File: config.mk
export PLATFORM = sky130hd
export DESIGN_NAME = stepper_mode_ctrl
export DESIGN_NICKNAME = d
export VERILOG_FILES = /design/src/hw/stepper_mode_pkg.sv /design/src/hw/stepper_mode_ctrl.sv
export SDC_FILE = /design/constraint.sdc
export NUM_CORES = 1
export LEC_CHECK = 0
export ABC_AREA = 1
export BUFFER_PORTS_ARGS = -buffer_cell sky130_fd_sc_hd__buf_2
export CORE_AREA = 5 5 141 143
export DETAILED_ROUTE_END_ITERATION = 8
export DIE_AREA = 0 0 146 148
export PLACE_DENSITY = 0.63
export SYNTH_ARGS = -nofsm -noshare
export SYNTH_HDL_FRONTEND = slang
export SYNTH_SLANG_ARGS = --single-unit
File: constraint.sdc
create_clock -name I_REF_CLK -period 3.21 [get_ports I_REF_CLK]
set_input_delay 0.642 -clock I_REF_CLK [delete_from_list [all_inputs] [get_ports I_REF_CLK]]
set_output_delay 0.642 -clock I_REF_CLK [all_outputs]
set_load 0.005 [all_outputs]
File: src/hw/stepper_mode_pkg.sv
// Constants and types shared by the stepper drive-mode control block.
// Assumes a single 25 MHz reference clock and a plain register port.
package stepper_mode_pkg;

	// ****************************************
	// Register port and offsets
	// ****************************************
	localparam int ADDR_W = 4;
	localparam int DATA_W = 16;
	localparam logic [ADDR_W-1:0] ADDR_DRIVE_MODE  = 4'h2;
	localparam logic [ADDR_W-1:0] ADDR_RAMP_MULT   = 4'h3;
	localparam logic [ADDR_W-1:0] ADDR_PULSE_COUNT = 4'h5;
	localparam logic [ADDR_W-1:0] ADDR_STATUS      = 4'h8;

	// ****************************************
	// Field positions and reset values
	// ****************************************
	localparam int DM_DIR_BIT        = 5;
	localparam int DM_STOP_BIT       = 6;
	localparam int DM_OE_BIT         = 7;
	localparam int DM_TWO_PHASE_BIT  = 8;
	localparam int DM_TP_CURRENT_BIT = 9;
	localparam int DM_MARK_COUNT_BIT = 10;
	localparam int DM_MARK_POS_BIT   = 11;
	localparam int RM_DECEL_BIT      = 9;
	localparam int RM_ACCEL_BIT      = 10;
	localparam logic [1:0] MULT_X2   = 2'h2;
	localparam logic [1:0] MULT_X4   = 2'h3;
	localparam logic [DATA_W-1:0] DRIVE_MODE_RST  = 16'h0000;
	localparam logic [DATA_W-1:0] RAMP_MULT_RST   = 16'h0000;
	localparam logic [DATA_W-1:0] PULSE_COUNT_RST = 16'h0000;
	localparam int ST_POS_LSB     = 0;
	localparam int ST_MARK_BIT    = 6;
	localparam int ST_MOVE_BIT    = 7;
	localparam int ST_SEEK_BIT    = 8;
	localparam int ST_HELD_BIT    = 9;
	localparam int ST_WAIT_BIT    = 10;

	// ****************************************
	// Excitation position
	// ****************************************
	localparam int POS_W = 6;
	localparam int REM_W = 18;
	localparam logic [POS_W-1:0] QUAD_STEP   = 6'h10;
	localparam logic [3:0]       TWO_PH_OFS  = 4'h8;
	localparam logic [3:0]       ONE_PH_OFS  = 4'h0;

	// ****************************************
	// Timing
	// ****************************************
	localparam int CLK_MHZ       = 25;
	localparam int IVL_W         = 12;
	localparam int LVL_W         = 5;
	localparam int WAIT_W        = 15;
	localparam int STEP_BASE_NS  = 80000;
	localparam int RAMP_UNIT_NS  = 4000;
	localparam int START_WAIT_US = 1000;
	localparam logic [IVL_W-1:0] STEP_BASE_CYC = IVL_W'(STEP_BASE_NS * CLK_MHZ / 1000);
	localparam logic [IVL_W-1:0] RAMP_UNIT_CYC = IVL_W'(RAMP_UNIT_NS * CLK_MHZ / 1000);
	localparam logic [LVL_W-1:0] RAMP_LEVELS   = 5'h10;
	localparam int START_WAIT_CYC = START_WAIT_US * CLK_MHZ;

	typedef enum {ST_IDLE, ST_WAIT, ST_MOVE, ST_SEEK, ST_HELD} mode_state_t;

endpackage

File: src/hw/stepper_mode_ctrl.sv
// Drive-mode control of a two-channel stepper driver: mode word, ramp word,
// step generation, position marker and channel phase outputs.
// Assumes a host that writes words on the register port synchronously.
//
// Contract
// - Stop mode steps until marker low, holds
// - Stop mode keeps programmed pulse count
// - Stop at marker low gives no pulses
// - Output enable clear makes outputs high impedance
// - Output enable clear is not standby
// - Excitation position kept while outputs disabled; the wait-end snap still moves it
// - Mode bit selects microstep or two-phase
// - Zero count, full duty: snap after wait
// - Zero count, constant current: keep position
// - First two-phase pulse jumps next quadrant
// - One-phase rest belongs to forward quadrant
// - Two-phase current: full duty or equal
// - Marker count: once or four per cycle
// - Marker position: one-phase or two-phase
// - No marker at reset position when two-phase
// - Ramp word changes pulse cycle gradually
// - Default ramp word: no ramp, x1
// - Multiplier codes give x1, x2, x4
// - Multiplier extends count, 64 steps/cycle
// - Ramp word bit enables acceleration
// - Ramp word bit enables deceleration
// - Channel 2 lags forward, leads reverse
`timescale 1ns/10ps
module stepper_mode_ctrl #(
	parameter int START_WAIT_CYC_P = stepper_mode_pkg::START_WAIT_CYC
) (
	// Clock and reset
	input  wire logic                                  I_REF_CLK,
	input  wire logic                                  I_SYS_RST,
	// Register port
	input  wire logic [stepper_mode_pkg::ADDR_W-1:0]   I_ADDR,
	input  wire logic [stepper_mode_pkg::DATA_W-1:0]   I_WDATA,
	input  wire logic                                  I_WR,
	input  wire logic                                  I_RD,
	output logic      [stepper_mode_pkg::DATA_W-1:0]   O_RDATA,
	// Motor side
	output logic      [stepper_mode_pkg::POS_W-1:0]    O_CH1_POS,
	output logic      [stepper_mode_pkg::POS_W-1:0]    O_CH2_POS,
	output logic                                       O_DRIVE_EN,
	output logic                                       O_FULL_DUTY,
	output logic                                       O_EQUAL_CURRENT,
	output logic                                       O_STEP_PULSE,
	output logic                                       O_POSITION_MARKER_N,
	output logic                                       O_BUSY
);
	import stepper_mode_pkg::*;

	// ****************************************
	// Registers
	// ****************************************
	logic [DATA_W-1:0] drive_mode;
	logic [DATA_W-1:0] ramp_mult;
	logic [DATA_W-1:0] pulse_count;
	logic [REM_W-1:0]  remaining;
	logic [POS_W-1:0]  pos;
	logic [IVL_W-1:0]  tick_cnt;
	logic [LVL_W-1:0]  ramp_level;
	logic [WAIT_W-1:0] wait_cnt;
	mode_state_t       state;
	logic              wr_drive;
	logic              wr_count;
	logic              two_phase;
	logic              fwd;
	logic              stop_on;
	logic              stepping;
	logic              step_tick;
	logic              marker_now;
	logic              tp_switch;
	logic [1:0]        mult_shift;
	logic [REM_W-1:0]  next_remaining;
	logic [IVL_W-1:0]  interval;
	logic [POS_W-1:0]  next_pos;
	logic [POS_W-1:0]  ch_pos [2];

	assign wr_drive  = I_WR && (I_ADDR == ADDR_DRIVE_MODE);
	assign wr_count  = I_WR && (I_ADDR == ADDR_PULSE_COUNT);
	assign two_phase = drive_mode[DM_TWO_PHASE_BIT];
	assign fwd       = !drive_mode[DM_DIR_BIT];
	assign stop_on   = drive_mode[DM_STOP_BIT];

	// ****************************************
	// Register writes
	// ****************************************
	// Writes are taken whatever the state; the host keeps quiet while a stop seek runs.
	always_ff @(posedge I_REF_CLK) begin
		if (I_SYS_RST) begin
			drive_mode <= DRIVE_MODE_RST;
			ramp_mult  <= RAMP_MULT_RST;
		end else if (wr_drive) begin
			drive_mode <= I_WDATA;
		end else if (I_WR && (I_ADDR == ADDR_RAMP_MULT)) begin
			ramp_mult <= I_WDATA;
		end
	end

	always_ff @(posedge I_REF_CLK) begin
		if (I_SYS_RST) begin
			pulse_count <= PULSE_COUNT_RST;
		end else if (wr_count) begin
			pulse_count <= I_WDATA;
		end
	end

	// ****************************************
	// Pulse count multiplier
	// ****************************************
	always_comb begin
		case (ramp_mult[1:0])
			MULT_X2: mult_shift = 2'd1;
			MULT_X4: mult_shift = 2'd2;
			default: mult_shift = 2'd0;
		endcase
		// In microstep mode position still advances one microstep per pulse, only the count grows
		next_remaining = REM_W'({2'b00, I_WDATA}) << mult_shift;
	end

	// ****************************************
	// Step rate divider with ramp
	// ****************************************
	assign interval  = STEP_BASE_CYC + IVL_W'(ramp_level) * RAMP_UNIT_CYC;
	// Stepping pauses while outputs are off so the excitation position survives
	assign stepping  = ((state == ST_MOVE) || (state == ST_SEEK)) && drive_mode[DM_OE_BIT];
	assign step_tick = stepping && (tick_cnt == '0);

	always_ff @(posedge I_REF_CLK) begin
		if (I_SYS_RST) begin
			tick_cnt <= '0;
		end else if (!stepping || (tick_cnt == '0)) begin
			tick_cnt <= interval;
		end else begin
			tick_cnt <= tick_cnt - 1'b1;
		end
	end

	always_ff @(posedge I_REF_CLK) begin
		if (I_SYS_RST) begin
			ramp_level <= '0;
		end else if (wr_count && (state == ST_IDLE || state == ST_WAIT)) begin
			ramp_level <= ramp_mult[RM_ACCEL_BIT] ? RAMP_LEVELS : '0;
		end else if (state == ST_SEEK) begin
			ramp_level <= '0;
		end else if (step_tick) begin
			if (ramp_mult[RM_DECEL_BIT] && (remaining <= REM_W'(RAMP_LEVELS))) begin
				if (ramp_level < RAMP_LEVELS) begin
					ramp_level <= ramp_level + 1'b1;
				end
			end else if (ramp_level != '0) begin
				ramp_level <= ramp_level - 1'b1;
			end
		end
	end

	// ****************************************
	// Position marker
	// ****************************************
	always_comb begin
		if (two_phase) begin
			marker_now = (pos == {2'b00, TWO_PH_OFS});
		end else if (drive_mode[DM_MARK_POS_BIT]) begin
			// Two-phase points only, so position zero never marks
			marker_now = (pos[3:0] == TWO_PH_OFS) &&
				(drive_mode[DM_MARK_COUNT_BIT] || pos[5:4] == 2'b00);
		end else begin
			marker_now = (pos[3:0] == ONE_PH_OFS) &&
				(drive_mode[DM_MARK_COUNT_BIT] || pos[5:4] == 2'b00);
		end
	end

	// ****************************************
	// Sequencer
	// ****************************************
	assign tp_switch = wr_drive && I_WDATA[DM_TWO_PHASE_BIT] && !two_phase;

	always_ff @(posedge I_REF_CLK) begin
		if (I_SYS_RST) begin
			state     <= ST_IDLE;
			remaining <= '0;
			wait_cnt  <= '0;
		end else begin
			case (state)
				ST_IDLE, ST_WAIT: begin
					if (stop_on) begin
						state <= marker_now ? ST_HELD : ST_SEEK;
					end else if (wr_count && (I_WDATA != '0)) begin
						remaining <= next_remaining;
						state     <= ST_MOVE;
					end else if (tp_switch && (state == ST_IDLE)) begin
						wait_cnt <= WAIT_W'(START_WAIT_CYC_P);
						state    <= ST_WAIT;
					end else if (state == ST_WAIT) begin
						if (wait_cnt == '0) begin
							state <= ST_IDLE;
						end else begin
							wait_cnt <= wait_cnt - 1'b1;
						end
					end
				end
				ST_MOVE: begin
					if (stop_on) begin
						state <= marker_now ? ST_HELD : ST_SEEK;
					end else if (step_tick) begin
						remaining <= remaining - 1'b1;
						if (remaining == REM_W'(1)) begin
							state <= ST_IDLE;
						end
					end
				end
				ST_SEEK: begin
					// Remaining count is left as it is while seeking
					if (marker_now) begin
						state <= ST_HELD;
					end
				end
				default: begin
					if (!stop_on) begin
						state <= (remaining != '0) ? ST_MOVE : ST_IDLE;
					end
				end
			endcase
		end
	end

	// ****************************************
	// Excitation position
	// ****************************************
	always_comb begin
		next_pos = pos;
		if (step_tick) begin
			if (!two_phase) begin
				next_pos = fwd ? pos + 1'b1 : pos - 1'b1;
			end else if (pos[3:0] != TWO_PH_OFS) begin
				// Quadrant taken from the upper bits, so a one-phase rest counts forward
				next_pos = fwd ? {pos[5:4] + 2'b01, TWO_PH_OFS}
					: {pos[5:4] - 2'b01, TWO_PH_OFS};
			end else begin
				next_pos = fwd ? pos + QUAD_STEP : pos - QUAD_STEP;
			end
		end else if ((state == ST_WAIT) && (wait_cnt == '0) && !stop_on
			&& !drive_mode[DM_TP_CURRENT_BIT]) begin
			next_pos = {pos[5:4], TWO_PH_OFS};
		end
	end

	// Output enable gates drivers and stepping; position keeps its value bar the wait-end snap
	always_ff @(posedge I_REF_CLK) begin
		if (I_SYS_RST) begin
			pos <= '0;
		end else begin
			pos <= next_pos;
		end
	end

	// ****************************************
	// Channel phases
	// ****************************************
	for (genvar ch = 0; ch < 2; ch++) begin : g_chan
		always_ff @(posedge I_REF_CLK) begin
			if (I_SYS_RST) begin
				ch_pos[ch] <= '0;
			end else if (ch == 0) begin
				ch_pos[ch] <= pos;
			end else begin
				ch_pos[ch] <= fwd ? pos - QUAD_STEP : pos + QUAD_STEP;
			end
		end
	end
	assign O_CH1_POS = ch_pos[0];
	assign O_CH2_POS = ch_pos[1];

	// ****************************************
	// Outputs
	// ****************************************
	always_ff @(posedge I_REF_CLK) begin
		if (I_SYS_RST) begin
			O_DRIVE_EN          <= 1'b0;
			O_FULL_DUTY         <= 1'b0;
			O_EQUAL_CURRENT     <= 1'b0;
			O_STEP_PULSE        <= 1'b0;
			O_POSITION_MARKER_N <= 1'b1;
			O_BUSY              <= 1'b0;
		end else begin
			O_DRIVE_EN          <= drive_mode[DM_OE_BIT];
			O_FULL_DUTY         <= two_phase && !drive_mode[DM_TP_CURRENT_BIT]
				&& (state != ST_WAIT);
			O_EQUAL_CURRENT     <= two_phase && drive_mode[DM_TP_CURRENT_BIT];
			O_STEP_PULSE        <= step_tick;
			O_POSITION_MARKER_N <= !marker_now;
			O_BUSY              <= (state != ST_IDLE);
		end
	end

	// ****************************************
	// Register reads
	// ****************************************
	always_ff @(posedge I_REF_CLK) begin
		if (I_SYS_RST || !I_RD) begin
			O_RDATA <= '0;
		end else if (I_ADDR == ADDR_DRIVE_MODE) begin
			O_RDATA <= drive_mode;
		end else if (I_ADDR == ADDR_PULSE_COUNT) begin
			O_RDATA <= pulse_count;
		end else if (I_ADDR == ADDR_STATUS) begin
			O_RDATA <= '0;
			O_RDATA[ST_POS_LSB +: POS_W] <= pos;
			O_RDATA[ST_MARK_BIT]         <= marker_now;
			O_RDATA[ST_MOVE_BIT]         <= (state == ST_MOVE);
			O_RDATA[ST_SEEK_BIT]         <= (state == ST_SEEK);
			O_RDATA[ST_HELD_BIT]         <= (state == ST_HELD);
			O_RDATA[ST_WAIT_BIT]         <= (state == ST_WAIT);
		end else begin
			O_RDATA <= '0;
		end
	end
endmodule

Word-level counts from Yosys, hierarchy flattened. Memory sizes are Yosys's and may differ from the RTL's. Index checks and enable logic that the tools add are counted. Widths: inputs -> output; s select.

Add/subtract/negate cells: 12. Muxes and demuxes: 48. Shift operators: 1. Reduce and logical (&&, ||, !) cells: 51. Equal/unequal tests: 30. Order comparisons: 2. Multipliers: 1. Bitwise operators: 5.

Operators by type and width (count): $mux 32 (10); $eq 32x2->1 const B (3); $pmux 32 s3 (1); $mux 18 (4); $eq 32x3->1 const B (2); $logic_not 32->1 (2); $mux 6 (9); $mux 15 (3); $pmux 18 s2 (1); $mux 5 (7); $eq 32x1->1 const B (1); $eq 32x4->1 const B (1); $mux 16 (2); $ne 32x2->1 const B (1); $reduce_bool 32->1 (1); $logic_and 1x1->1 (19); $eq 18x1->1 const B (1); $le 18x5->1 const B (1); $reduce_bool 18->1 (1); $shl 16x2->18 (1); $sub 18x1->18 const B (1); $reduce_bool 16->1 (1); $logic_not 15->1 (1); $sub 15x1->15 const B (1); other kinds (46) (75).

Word-level logic and storage cells: 168. Output and inout port bits: 34. RAM bits: 12. Memories kept: 1. Register bits after elaboration: 153.

Memories: ch_pos (depth 2, width 6, rd ports 2, clocked after memory_dff 0, write ports 2, RTL line stepper_mode_ctrl.sv:78) `logic [POS_W-1:0] ch_pos [2];`.

Depth between registers and ports, before layout. Gate-level depths: netlist of run 1.

Depth after elaboration: 9. Depth in mapped cells: 17.

Least setup slack after synthesis of run 1. Ideal clock, no wire load.

Path type: reg2reg. Start: register ramp_level[0]. End: register tick_cnt[10]. Period minus slack after synthesis: 2.674 ns. Slack: 0.536 ns. Required time: 3.094 ns. Arrival: 2.558 ns. Cell stages (with the launch flop): 11. Cell sequence: dfxtp_1 -> inv_1 -> ha_1 -> ha_1 -> ha_1 -> fa_1 -> or3_1 -> nor2_1 -> a21oi_1 -> o21ai_0 -> nor2_1.

Longest elaborated chain between the ends: 3.

RTL lines: start, declared (RTL line stepper_mode_ctrl.sv:62) `logic [LVL_W-1:0] ramp_level;`; start signal, assigned (RTL line stepper_mode_ctrl.sv:144) `ramp_level <= ramp_mult[RM_ACCEL_BIT] ? RAMP_LEVELS : '0;`; start signal, assigned (RTL line stepper_mode_ctrl.sv:150) `ramp_level <= ramp_level + 1'b1;`; start signal, assigned (RTL line stepper_mode_ctrl.sv:153) `ramp_level <= ramp_level - 1'b1;`; $mul 5x5->10 (RTL line stepper_mode_ctrl.sv:125) `assign interval = STEP_BASE_CYC + IVL_W'(ramp_level) * RAMP_UNIT_CYC;`; $add 11x12->12 (RTL line stepper_mode_ctrl.sv:125); $mux 12 (RTL line stepper_mode_ctrl.sv:133) `end else if (!stepping || (tick_cnt == '0)) begin`; end signal, assigned (RTL line stepper_mode_ctrl.sv:134) `tick_cnt <= interval;`; end signal, assigned (RTL line stepper_mode_ctrl.sv:136) `tick_cnt <= tick_cnt - 1'b1;`; end, declared (RTL line stepper_mode_ctrl.sv:61) `logic [IVL_W-1:0] tick_cnt;`.

Every way passes these cells. A chain may end at the register's enable or synchronous reset.

Worst setup path in the final report of run 1. Same ends and word-level chain as after synthesis.

==> reports/summary.md, run 1 <==
Walking the worst path, the cells encountered are inv_1, ha_1, ha_1, ha_1, fa_1, or3_1, nor2_1, nand3_1, nand2_1, o21ai_0, nor2_1. The run gives 2.90 mW as the cell-internal power. In the synthesized netlist the dominant register cell turns out to be sky130_fd_sc_hd__dfxtp_1. The slowest library cell on the worst path was sky130_fd_sc_hd__fa_1. In this run, post-CTS repair resized a total of 0 instances. The routed layout has 6,826 vias. Registers are responsible for 39.3% of the overall power. The final weighted congestion of routability-driven global placement is 0.870, and the share of layout cells above drive strength 1 is 13.0%.

The largest stage delay on the critical path works out to 0.49 ns. For the final routed database, the setup TNS stands at 0 ns. The global-route total usage across every layer came out at 17.3%. The post-route non-filler standard cell count is 1,333, and the number of warnings printed during yosys synthesis is 0. Dividing total power by cell area gives a power density of 499 nW/um^2. Across the VDD grid, the largest voltage drop is 388 uV. The first global-routing pass estimated 31.3 mm of wire.

In this run the tightest slew margin relative to its limit is 57.8%. For the TritonCTS buffer count, the log shows 17. After clock tree synthesis, the clock-pin slew on the worst setup and hold paths is 0.06 ns. Among cell families on the critical path, the largest total delay comes from adder cells. The number of nets in the synthesized netlist came out at 1,106.

The tool flagged a number of max-cap violations equal to 0. For this block, the initial DRC count from the detailed router was 406. With fillers left out, the area of the finished cells amounts to 8290 um^2. Summed over its instances, the top area cell type makes up 34.4% of the synthesized netlist area. The die span in y works out to 148 um.

Using the TritonRoute via totals, the vias-per-cell ratio works out to 5.12. The number of setup buffers added after CTS is 0. The cell chosen for the clock root is sky130_fd_sc_hd__clkbuf_16. The die covers 21,600 um^2.

The worst endpoint required time is 3.57 ns. Based on the critical path, the design can be clocked at up to 351 MHz. Synthesis instantiated 50 different standard cells from the library.

The biggest fanout along the worst timing path works out to 6. Entering global routing, the biggest net connects 53 pins. The number of global-route vias before repair was 6,409; the register area share after synthesis was 34.4%.

At the end of the flow, the number of nets in the layout was 1,150. After synthesis the netlist holds a flip-flop and latch count of 125. In this run the deepest clock path goes through 2 buffers. The share of total power dissipated in combinational logic is 14.5%. The layout overhead on the synthesized area is 14.0%.

The area inside the core boundary is 18,500 um^2, and the number of detailed-route iterations in the first pass is 7. The synthesized design contains 0 enable-type register cells. Measured along the x axis, the die boundary spans 146 um. The tools report the initial antenna violation count as 0. For the clock latency on the worst-skew pair, the log shows 0.43 ns. The worst setup path is launched from a register. The final-report max-slew violation count is 0, and the transition time of the tightest slew-check pin is 0.633 ns. For the clock network power share, the log shows 46.3%.

Setup repair after global routing left no endpoint under its margin. CTS built an H-tree with a depth of 4. The net load switching power was 1.24 mW. Data on the critical path arrives at its endpoint at 3.21 ns. The worst path buffer plus inverter count was 1. The final critical path time including I/O delays and setup was 2.85 ns; the final setup skew was 0.00708 ns.

Fill cells in the final layout number 1,894. Hold repair after CTS inserted 0 buffers. Summing every instance area after synthesis gives 7270 um^2. The count of buffers inserted at the top-level ports was 57.

The starting density of the core came out at 39.4%. The standby leakage power was 3.89 nW; the async set-reset flop share out of synthesis was 0%. The number of top-level design ports came out at 58.

By startpoint and endpoint, the worst setup path is classified as reg2reg. Path category of the worst min-delay check: reg2reg. Average routed wire per standard cell: 13.9 um. The number of instances in the placed design came out at 1,301.

The run gives 7700 um^2 as the standard cell area after detailed placement. STA classifies the critical path endpoint as a register. The worst path uses 88.8% of the clock period.

The biggest area consumer among synthesized cells is sky130_fd_sc_hd__dfxtp_1. The tools report the TritonCTS sink count as 125. The final routed wirelength across all metal layers came out at 18.5 mm. The total inserted antenna cells came out at 0. The floorplan has 50 rows.

TritonCTS built the clock tree. For the overflow left after global routing, the log shows 0. Sorting the synthesized cells by area gives the leading types as sky130_fd_sc_hd__dfxtp_1, sky130_fd_sc_hd__nand2_1, sky130_fd_sc_hd__nor2_1.

The most numerous cell type found on the critical path is sky130_fd_sc_hd__ha_1. The average instance in the mapped netlist occupies 6.97 um^2. In this run switching power makes up 29.9% of total power.

The run gives 13.4 mm as the sum of net half-perimeters after detailed placement. The tools report the count of final hold-check violations as 0. Setup violations remaining at the end of the flow were counted as 0.

The tools report the count of unresolved DRC violations after routing as 0. Counting every instance in the synthesized netlist gives 1,042. In this run the remaining antenna-violating nets after routing total 0. The flow ran to the end, and the final reports show no timing, DRC or antenna violations.
[layout by cell type (no fill, tap or decap), drive strengths merged]
master,Yosys,layout
o21bai,4,4
nand3,62,62
a31oi,4,4
o211ai,6,6
o21ai,108,108
xnor2,14,14
fa,3,3
o21a,1,1
a21oi,90,90
a31o,1,1
nand4,17,17
buf,16,62
or3,1,1
inv,129,138
a211oi,3,3
dfxtp,125,125
nor3,19,19
a22oi,2,2
a221oi,1,1
ha,37,37
nor2,156,156
nor4,2,2
a41oi,1,1
nand2,178,178
clkinvlp,0,1
xor2,18,18
o31ai,2,2
o22ai,13,13
or2,2,2
clkbuf,21,18
clkinv,2,5
bufinv,0,1
o311ai,1,1
o221ai,3,3
[logic make-up (layout without fill, tap and decap cells)]
group	count (synthesis)	count (layout)	share of synthesized area, %
buf+inv	168	225	9.45
fa+ha+maj	40	40	7.20
compound gates	240	240	18.0
flops	125	125	34.4
xor+xnor	32	32	3.86
simple gates	437	437	27.1
[layer usage]
layer | track usage [%] | share of wire, %
met4 | 5.13 | 1.3
met2 | 27.9 | 46
met1 | 23.7 | 49
met3 | 3.40 | 4.5
met5 | 0 | 0
[flip-flops by register name (all words and copies together) (netlist names)]
signal / count
drive_mode: 16
O_DRIVE_EN: 1
ch_pos: 8
wait_cnt: 15
tick_cnt: 12
pos: 6
O_STEP_PULSE: 1
O_BUSY: 1
O_RDATA: 16
pulse_count: 16
ramp_level: 5
O_POSITION_MARKER_N: 1
remaining: 18
state: 3
ramp_mult: 4
O_EQUAL_CURRENT: 1
O_FULL_DUTY: 1
[synth_stat cells (3+ instances only)]
master                       n
sky130_fd_sc_hd__o211ai_1    6
sky130_fd_sc_hd__nor2_2      8
sky130_fd_sc_hd__buf_1       3
sky130_fd_sc_hd__dfxtp_1   125
sky130_fd_sc_hd__nand3_1    61
sky130_fd_sc_hd__nor3_2      3
sky130_fd_sc_hd__nand2_2     5
sky130_fd_sc_hd__inv_2      12
sky130_fd_sc_hd__o21ai_1    21
sky130_fd_sc_hd__xor2_1     18
sky130_fd_sc_hd__a31oi_1     4
sky130_fd_sc_hd__buf_6       4
sky130_fd_sc_hd__xnor2_1    14
sky130_fd_sc_hd__fa_1        3
sky130_fd_sc_hd__nand4_2     4
sky130_fd_sc_hd__nand4_1    12
sky130_fd_sc_hd__clkbuf_1   21
sky130_fd_sc_hd__a21oi_1    89
sky130_fd_sc_hd__o22ai_1    13
sky130_fd_sc_hd__buf_2       4
sky130_fd_sc_hd__ha_1       37
sky130_fd_sc_hd__nor3_1     16
sky130_fd_sc_hd__o21bai_1    4
sky130_fd_sc_hd__nor2_1    141
sky130_fd_sc_hd__a211oi_1    3
sky130_fd_sc_hd__nor2_4      6
sky130_fd_sc_hd__nand2_1   171
sky130_fd_sc_hd__o221ai_1    3
sky130_fd_sc_hd__inv_1     116
sky130_fd_sc_hd__buf_4       5
sky130_fd_sc_hd__o21ai_0    85
[per-stage QoR]
step | hold slack (ns) | util [%] | setup WS (ns) | power (mW)
3_5_place_dp | 0.407 | 41.7 | 0.348 | 2.25
2_1_floorplan | 0.391 | - | 0.536 | 2.11
6_report | 0.418 | 44.9 | 0.358 | 4.13
3_3_place_gp | 0.403 | 41.7 | 0.406 | 2.24
5_1_grt | 0.439 | 44.9 | 0.0785 | 4.32
4_1_cts | 0.422 | 44.9 | 0.337 | 4.16
[final cells by class]
class                   instances  area, um^2  area share [%]
multi-input cells             749        4080            49.2
flip-flops and latches        125        2500            30.2
inverters                     131         494            5.96
clock buffers                  18         439            5.30
repair buffers                 62         335            4.05
well taps                     234         293            3.53
clock inverters                14         145            1.75
[path summary, 6_finish.rpt]
| kind | from | endpoint | slack, ns | cells after the start |
|---|---|---|---|---|
| min reg2reg | tick_cnt[0] | tick_cnt[0] | 0.42 | 1 |
| max | ramp_level[0] | tick_cnt[10] | 0.36 | 11 |
| max reg2reg | ramp_level[0] | tick_cnt[10] | 0.36 | 11 |
| min | tick_cnt[0] | tick_cnt[0] | 0.42 | 1 |
[power groups by stage]
stage	registers, mW	clock network [mW]	logic (mW)
floorplan	1.65	0	0.460
detailed placement	1.66	0	0.592
finish	1.62	1.91	0.597
global placement	1.66	0	0.590
global route	1.63	2.02	0.674
CTS	1.62	1.94	0.597
(Power assumes the default switching activity.)
==> inputs of run 2 (changes only) <==
--- a/config.mk
+++ b/config.mk
@@ -10,6 +10,7 @@
 export CORE_AREA = 5 5 141 143
 export DETAILED_ROUTE_END_ITERATION = 8
 export DIE_AREA = 0 0 146 148
+export MAX_ROUTING_LAYER = met4
 export PLACE_DENSITY = 0.63
 export SYNTH_ARGS = -nofsm -noshare
 export SYNTH_HDL_FRONTEND = slang
==> reports/summary.md, run 2 (synthesis gave the netlist of run 1 again) <==
The number of cells on the worst reg-to-reg path came out at 11 (unchanged). Destination of the worst register-to-register timing path: tick_cnt[10] (unchanged). For the initial antenna violation count, the log shows 0 (unchanged). The count of nets left with antenna violations after detail routing is 0 (unchanged). The logs give 3.89 nW (unchanged) for the standby leakage power and 14.5% (about the same) for the combinational share of power.

For the maximum clock insertion buffer count, the log shows 2 (unchanged). The startpoint of the worst setup timing path was ramp_level[0] (unchanged). The logs give 31.2 mm (was 31.3 mm) for the first-pass GRT wire length and 0 ns (unchanged) for the final-layout setup total negative slack.

The launch instance of the worst register-to-register path was ramp_level[0] (unchanged). The switching share of total power was 29.8% (was 29.9%); the total inserted antenna cells was 0 (unchanged). Worst-case hold path end point: tick_cnt[0] (unchanged). Cell-internal power: 2.90 mW (about the same). The count of unresolved DRC violations after routing was 0 (unchanged). The path category of the worst min-delay check was reg2reg (unchanged).

The sequential cell area is 2500 um^2 (unchanged). The capturing element type of the critical path was a register (unchanged). Share of the cycle needed by the critical path after routing: 88.3% (was 88.8%). The most flop-heavy register is remaining (unchanged). The post-CTS setup buffer count is 0 (unchanged), and the final-report setup violation count is 0 (unchanged). Kind of launch point of the worst setup path: a register (unchanged). The tools report the area taken by multi-input logic gates as 4080 um^2 (unchanged). The final critical path time including I/O delays and setup is 2.83 ns (was 2.85 ns), and the TritonCTS buffer count is 17 (unchanged). The final weighted congestion of routability-driven global placement came out at 0.884 (was 0.870). The TritonCTS sink count is 125 (unchanged).

The number of instances in the placed design was 1,301 (unchanged). The die width was 146 um (unchanged); the sum of net half-perimeters after detailed placement was 13.4 mm (unchanged). Clock latency on the worst-skew pair: 0.43 ns (about the same).

The source of the worst hold timing path was tick_cnt[0] (unchanged). The number of detailed-route iterations in the first pass was 5 (was 7); the average routed wire per standard cell was 13.9 um (about the same). The flow ran to the end, and the final reports show no timing, DRC or antenna violations. The die span in y works out to 148 um (unchanged). The post-layout net count was 1,150 (unchanged); the count of buffers inserted at the top-level ports was 57 (unchanged). The run gives 17.8% (was 17.3%) as the global-route total usage across every layer. The tools report the post-route non-filler standard cell count as 1,333 (unchanged). For the overflow left after global routing, the log shows 0 (unchanged). The number of top-level design ports came out at 58 (unchanged). The standard cell area after detailed placement is 7700 um^2 (unchanged), and the number of buffers added to fix hold violations after cts is 0 (unchanged). The share of total power in sequential cells was 39.3% (about the same); the maximum frequency from static timing analysis was 353 MHz (was 351 MHz). The tools report the net load switching power as 1.23 mW (was 1.24 mW). The number of stages on the worst hold path was 1 (unchanged); the die area was 21,600 um^2 (unchanged).

The number of flip-flops in the largest register came out at 18 (unchanged). TritonCTS built the clock tree. The worst max-slew margin expressed relative to the limit was 58.4% (was 57.8%). The H-tree depth was 4 (unchanged). Final cell area excluding filler cells: 8290 um^2 (unchanged). The tools report the starting density of the core as 39.4% (unchanged). Final routed wirelength across all metal layers: 18.5 mm (about the same).

The share of layout cells above drive strength 1 works out to 13.0% (unchanged). For the final-report max-slew violation count, the log shows 0 (unchanged). The cell chosen for the clock root was sky130_fd_sc_hd__clkbuf_16 (unchanged). The pin count of the biggest net entering global routing came out at 53 (unchanged). The setup slack of the worst register-to-register path was 0.38 ns (was 0.36 ns). Commonest cells after routing, fill and taps aside: sky130_fd_sc_hd__nand2_1, sky130_fd_sc_hd__nor2_1, sky130_fd_sc_hd__dfxtp_1 (unchanged). The max-cap violation count was 0 (unchanged); the number of DRC markers in iteration 0 was 432 (was 406). The tools report the number of gates given a new drive strength after cts as 0 (unchanged). The clock-pin transition on the worst setup and hold timing paths was 0.06 ns (about the same). The leading cell type in the layout, fill and taps excluded is sky130_fd_sc_hd__nand2_1 (unchanged). Total power per unit cell area: 498 nW/um^2 (was 499 nW/um^2). For the clock network power share, the log shows 46.2% (was 46.3%).

The final setup skew was 0.00666 ns (was 0.00708 ns); the mean number of vias per cell was 5.14 (was 5.12). The logs give 0 (unchanged) for the count of final hold-check violations and 6,415 (was 6,409) for the number of global-route vias before repair. The critical path start-end classification was reg2reg (unchanged).

The area inside the core boundary was 18,500 um^2 (unchanged); the count of fill cells added during filler insertion was 1,894 (unchanged). Setup repair after global routing left no endpoint under its margin. The transition time of the tightest slew-check pin is 0.624 ns (was 0.633 ns). The tools report the number of vias in the routed layout as 6,854 (was 6,826). The layout overhead on the synthesized area is 14.0% (unchanged). The total power of the final layout was 4.13 mW (about the same). The run gives 3.57 ns (about the same) as the worst endpoint required time.

The tools report the maximum VDD drop as 386 uV (was 388 uV). The run gives 3.20 ns (was 3.21 ns) as the endpoint arrival time on the critical path. For the floorplan row count, the log shows 50 (unchanged). The biggest fanout along the worst timing path is 6 (unchanged).
run 2: final cells by class:
class                           instances  share of cell area, %
Clock buffer                           18                   5.30
Clock inverter                         14                   1.75
Inverter                              131                   5.96
Multi-Input combinational cell        749                   49.2
Sequential cell                       125                   30.2
Tap cell                              234                   3.53
Timing Repair Buffer                   62                   4.05
run 2: worst max-delay path, cell delays in order (launching register included):
cell and delay (ns):
sky130_fd_sc_hd__dfxtp_1 0.43, sky130_fd_sc_hd__inv_1 0.12, sky130_fd_sc_hd__ha_1 0.31, sky130_fd_sc_hd__ha_1 0.28, sky130_fd_sc_hd__ha_1 0.24, sky130_fd_sc_hd__fa_1 0.49
sky130_fd_sc_hd__or3_1 0.42, sky130_fd_sc_hd__nor2_1 0.14, sky130_fd_sc_hd__nand3_1 0.09, sky130_fd_sc_hd__nand2_1 0.07, sky130_fd_sc_hd__o21ai_0 0.07, sky130_fd_sc_hd__nor2_1 0.10
run 2: metal layers:
layer	wire [um]	share of wire [%]	up-vias	global-route usage [%]
met1	9050	49	3153	23.8
met2	8390	45	148	27.8
met4	216	1.2	0	5.17
met3	826	4.5	17	3.25
met5	0	0	-	-
li1	-	-	3536	-
run 2: power by group through the flow:
| stage | Combinational (mW) | Sequential (mW) | Clock [mW] |
|---|---|---|---|
| global placement | 0.590 | 1.66 | 0 |
| detailed placement | 0.592 | 1.66 | 0 |
| global route | 0.674 | 1.63 | 2.02 |
| floorplan | 0.460 | 1.65 | 0 |
| finish | 0.598 | 1.62 | 1.91 |
| CTS | 0.597 | 1.62 | 1.94 |
run 2: worst max-delay path by stage:
stage,to,slack (ns)
2_1_floorplan,tick_cnt[10],0.54
3_3_place_gp,tick_cnt[10],0.41
3_5_place_dp,tick_cnt[10],0.35
4_1_cts,tick_cnt[10],0.34
5_1_grt,tick_cnt[11],0.08
6_report,tick_cnt[10],0.38
run 2: through the flow:
stage | worst slack, ns | hold slack, ns | util [%]
after floorplan | 0.536 | 0.391 | -
after global placement | 0.406 | 0.403 | 41.7
after detailed placement | 0.348 | 0.407 | 41.7
after CTS | 0.337 | 0.422 | 44.9
after global routing | 0.0784 | 0.439 | 44.9
final | 0.376 | 0.422 | 44.9
==> inputs of run 3 (changes only) <==
--- a/config.mk
+++ b/config.mk
@@ -7,11 +7,10 @@
 export LEC_CHECK = 0
 export ABC_AREA = 1
 export BUFFER_PORTS_ARGS = -buffer_cell sky130_fd_sc_hd__buf_2
-export CORE_AREA = 5 5 141 143
+export CORE_AREA = 5 5 162 125
 export DETAILED_ROUTE_END_ITERATION = 8
-export DIE_AREA = 0 0 146 148
+export DIE_AREA = 0 0 167 130
 export MAX_ROUTING_LAYER = met4
-export PLACE_DENSITY = 0.63
 export SYNTH_ARGS = -nofsm -noshare
 export SYNTH_HDL_FRONTEND = slang
 export SYNTH_SLANG_ARGS = --single-unit
==> constraint.sdc (replaced) <==
create_clock -name I_REF_CLK -period 3.5 [get_ports I_REF_CLK]
set_input_delay 0.7 -clock I_REF_CLK [delete_from_list [all_inputs] [get_ports I_REF_CLK]]
set_output_delay 0.7 -clock I_REF_CLK [all_outputs]
set_load 0.005 [all_outputs]
==> reports/summary.md, run 3 (synthesis gave the netlist of run 1 again) <==
The run finished with clean final reports. The worst path buffer plus inverter count works out to 1 (unchanged). The mean number of vias per cell was 4.98 (was 5.14). The tools report the H-tree depth as 4 (unchanged). The number of DRC markers in iteration 0 is 666 (was 432). The count of fill cells added during filler insertion is 1,868 (was 1,894), and the final-layout setup total negative slack is 0 ns (unchanged).

The total inserted antenna cells was 0 (unchanged); the floorplan row count was 43 (was 50). The count of buffers inserted at the top-level ports came out at 57 (unchanged). The first-pass GRT wire length was 31.2 mm (about the same). The share of the cycle needed by the critical path after routing is 81.3% (was 88.3%).

The post-layout net count was 1,149 (was 1,150); the transition time of the tightest slew-check pin was 0.891 ns (was 0.624 ns). The tools report the TritonCTS buffer count as 17 (unchanged). The starting density of the core was 39.6% (was 39.4%). Largest stage delay on the critical path: 0.49 ns (about the same). The length of routed met3 wiring was 834 um (was 826 um). The count of final hold-check violations came out at 0 (unchanged). The cell chosen for the clock root is sky130_fd_sc_hd__clkbuf_16 (unchanged). The clock-pin transition on the worst setup and hold timing paths came out at 0.06 ns (about the same).

The most flop-heavy register is remaining (unchanged). TritonCTS built the clock tree. The tools report the count of unresolved DRC violations after routing as 0 (unchanged). The tools report the startpoint of the worst setup timing path as ramp_level[0] (unchanged).

The capture point of the critical path is tick_cnt[10] (unchanged). The number of flip-flops in the largest register is 18 (unchanged). Commonest cells after routing, fill and taps aside: sky130_fd_sc_hd__nand2_1, sky130_fd_sc_hd__nor2_1, sky130_fd_sc_hd__dfxtp_1 (unchanged).

The max-cap violation count came out at 0 (unchanged). Endpoint arrival time on the critical path: 3.16 ns (was 3.20 ns). The run gives 0.0106 ns (was 0.00666 ns) as the final setup skew.

The number of gates given a new drive strength after cts was 0 (unchanged). The path category of the worst min-delay check was reg2reg (unchanged). For the die area, the log shows 21,700 um^2 (was 21,600 um^2).

The area inside the core boundary is 18,300 um^2 (was 18,500 um^2). For the post-route worst hold slack, the log shows 0.412 ns (was 0.422 ns). The number of detailed-route iterations in the first pass is 7 (was 5), and the standby leakage power is 3.89 nW (about the same).

Die span in y: 130 um (was 148 um). For the number of top-level design ports, the log shows 58 (unchanged). The average routed wire per standard cell is 14.1 um (was 13.9 um), and the setup slack of the worst register-to-register path is 0.65 ns (was 0.38 ns). For the initial antenna violation count, the log shows 0 (unchanged). Chain of cells forming the critical path: inv_1, ha_1, ha_1, ha_1, fa_1, or3_1, nor2_1, a21oi_1, o21ai_0, nor2_1 (was inv_1, ha_1, ha_1, ha_1, fa_1, or3_1, nor2_1, nand3_1, nand2_1, o21ai_0, nor2_1). The run gives 290 uV (was 386 uV) as the maximum VDD drop.

The worst max-slew margin expressed relative to the limit is 40.0% (was 58.4%). The layout overhead on the synthesized area is 14.3% (was 14.0%), and the global-route total usage across every layer is 18.0% (was 17.8%). Final-report max-slew violation count: 0 (unchanged). The number of vias in the routed layout came out at 6,692 (was 6,854).

The logs give 0.912 (was 0.884) for the final weighted congestion of routability-driven global placement and 0 (unchanged) for the overflow left after global routing. The final routed wirelength across all metal layers is 19.0 mm (was 18.5 mm), and the share of layout cells above drive strength 1 is 12.9% (was 13.0%). The logs give 0.632 ns (was 0.348 ns) for the pre-CTS setup slack and 51 (was 53) for the pin count of the biggest net entering global routing. The uppermost metal layer occupied by signal nets was met4 (unchanged).

The tools report the destination of the worst register-to-register timing path as tick_cnt[10] (unchanged). The logs give 7.70 mm (was 8.39 mm) for the met2 routed wirelength and 3.82 ns (was 3.57 ns) for the worst endpoint required time. Most frequent cell on the critical path: sky130_fd_sc_hd__ha_1 (unchanged). The number of global-route vias before repair was 6,079 (was 6,415). The leading cell type in the layout, fill and taps excluded is sky130_fd_sc_hd__nand2_1 (unchanged). Wire length on met1: 10.2 mm (was 9.05 mm).

The number of buffers added to fix hold violations after cts was 0 (unchanged). The tools report the TritonCTS sink count as 125 (unchanged). The kind of launch point of the worst setup path was a register (unchanged). The total power per unit cell area was 461 nW/um^2 (was 498 nW/um^2).

The final setup slack of the worst path is 0.654 ns (was 0.376 ns), and the sequential cell area is 2500 um^2 (unchanged). The sum of net half-perimeters after detailed placement was 13.8 mm (was 13.4 mm). The final-report setup violation count was 0 (unchanged). Number of cells on the critical path: 10 (was 11).

The capturing element type of the critical path is a register (unchanged). The tools report the launch instance of the worst register-to-register path as ramp_level[0] (unchanged). The area taken by multi-input logic gates was 4080 um^2 (unchanged).

The critical path start-end classification is reg2reg (unchanged). The number of cells on the worst reg-to-reg path works out to 10 (was 11). The run gives 2 (unchanged) as the maximum clock insertion buffer count. Cell class contributing the biggest share of worst-path delay: adder cells (unchanged). Die width: 167 um (was 146 um). Setup repair after global routing left no endpoint under its margin.

The tools report the clock latency on the worst-skew pair as 0.42 ns (was 0.43 ns). For the post-CTS setup buffer count, the log shows 0 (unchanged). The slowest library cell on the worst path was sky130_fd_sc_hd__fa_1 (unchanged). The final critical path time including I/O delays and setup was 2.85 ns (was 2.83 ns); the biggest fanout along the worst timing path was 6 (unchanged). The count of nets left with antenna violations after detail routing came out at 0 (unchanged). The total power of the final layout was 3.82 mW (was 4.13 mW). The maximum frequency from static timing analysis is 351 MHz (was 353 MHz).
## run 3: worst min-delay path by stage
stage,start,endpoint,slack [ns],depth (start not counted)
CTS,tick_cnt[0],tick_cnt[0],0.41,1
detailed placement,tick_cnt[0],tick_cnt[0],0.40,1
floorplan,tick_cnt[0],tick_cnt[0],0.39,1
finish,tick_cnt[0],tick_cnt[0],0.41,1
global placement,tick_cnt[0],tick_cnt[0],0.40,1
global route,tick_cnt[0],tick_cnt[0],0.44,1
## run 3: per-stage QoR
stage / util (%) / cell area [um^2] / std cells
6_report: 45.3 / 8300 / 1345
5_1_grt: 45.3 / 8300 / 1345
4_1_cts: 45.3 / 8300 / 1345
3_5_place_dp: 42.0 / 7710 / 1313
3_3_place_gp: 42.0 / 7710 / 1313
2_1_floorplan: - / 7270 / 1042
## run 3: power breakdown
part	switching [mW]	internal, mW
Clock	0.761	1.02
Combinational	0.379	0.178
Sequential	0.0301	1.46
## run 3: layout make-up
class	count	area share, %
Clock buffer	17	5.12
Inverter	131	5.95
Multi-Input combinational cell	749	49.1
Sequential cell	125	30.1
Timing Repair Buffer	61	3.95
Tap cell	247	3.72
Clock inverter	15	2.02
## run 3: per-layer routing
layer	track usage, %	vias up
met3	3.12	17
met1	26.9	3004
met5	-	-
met2	24.9	140
li1	-	3531
met4	4.43	0
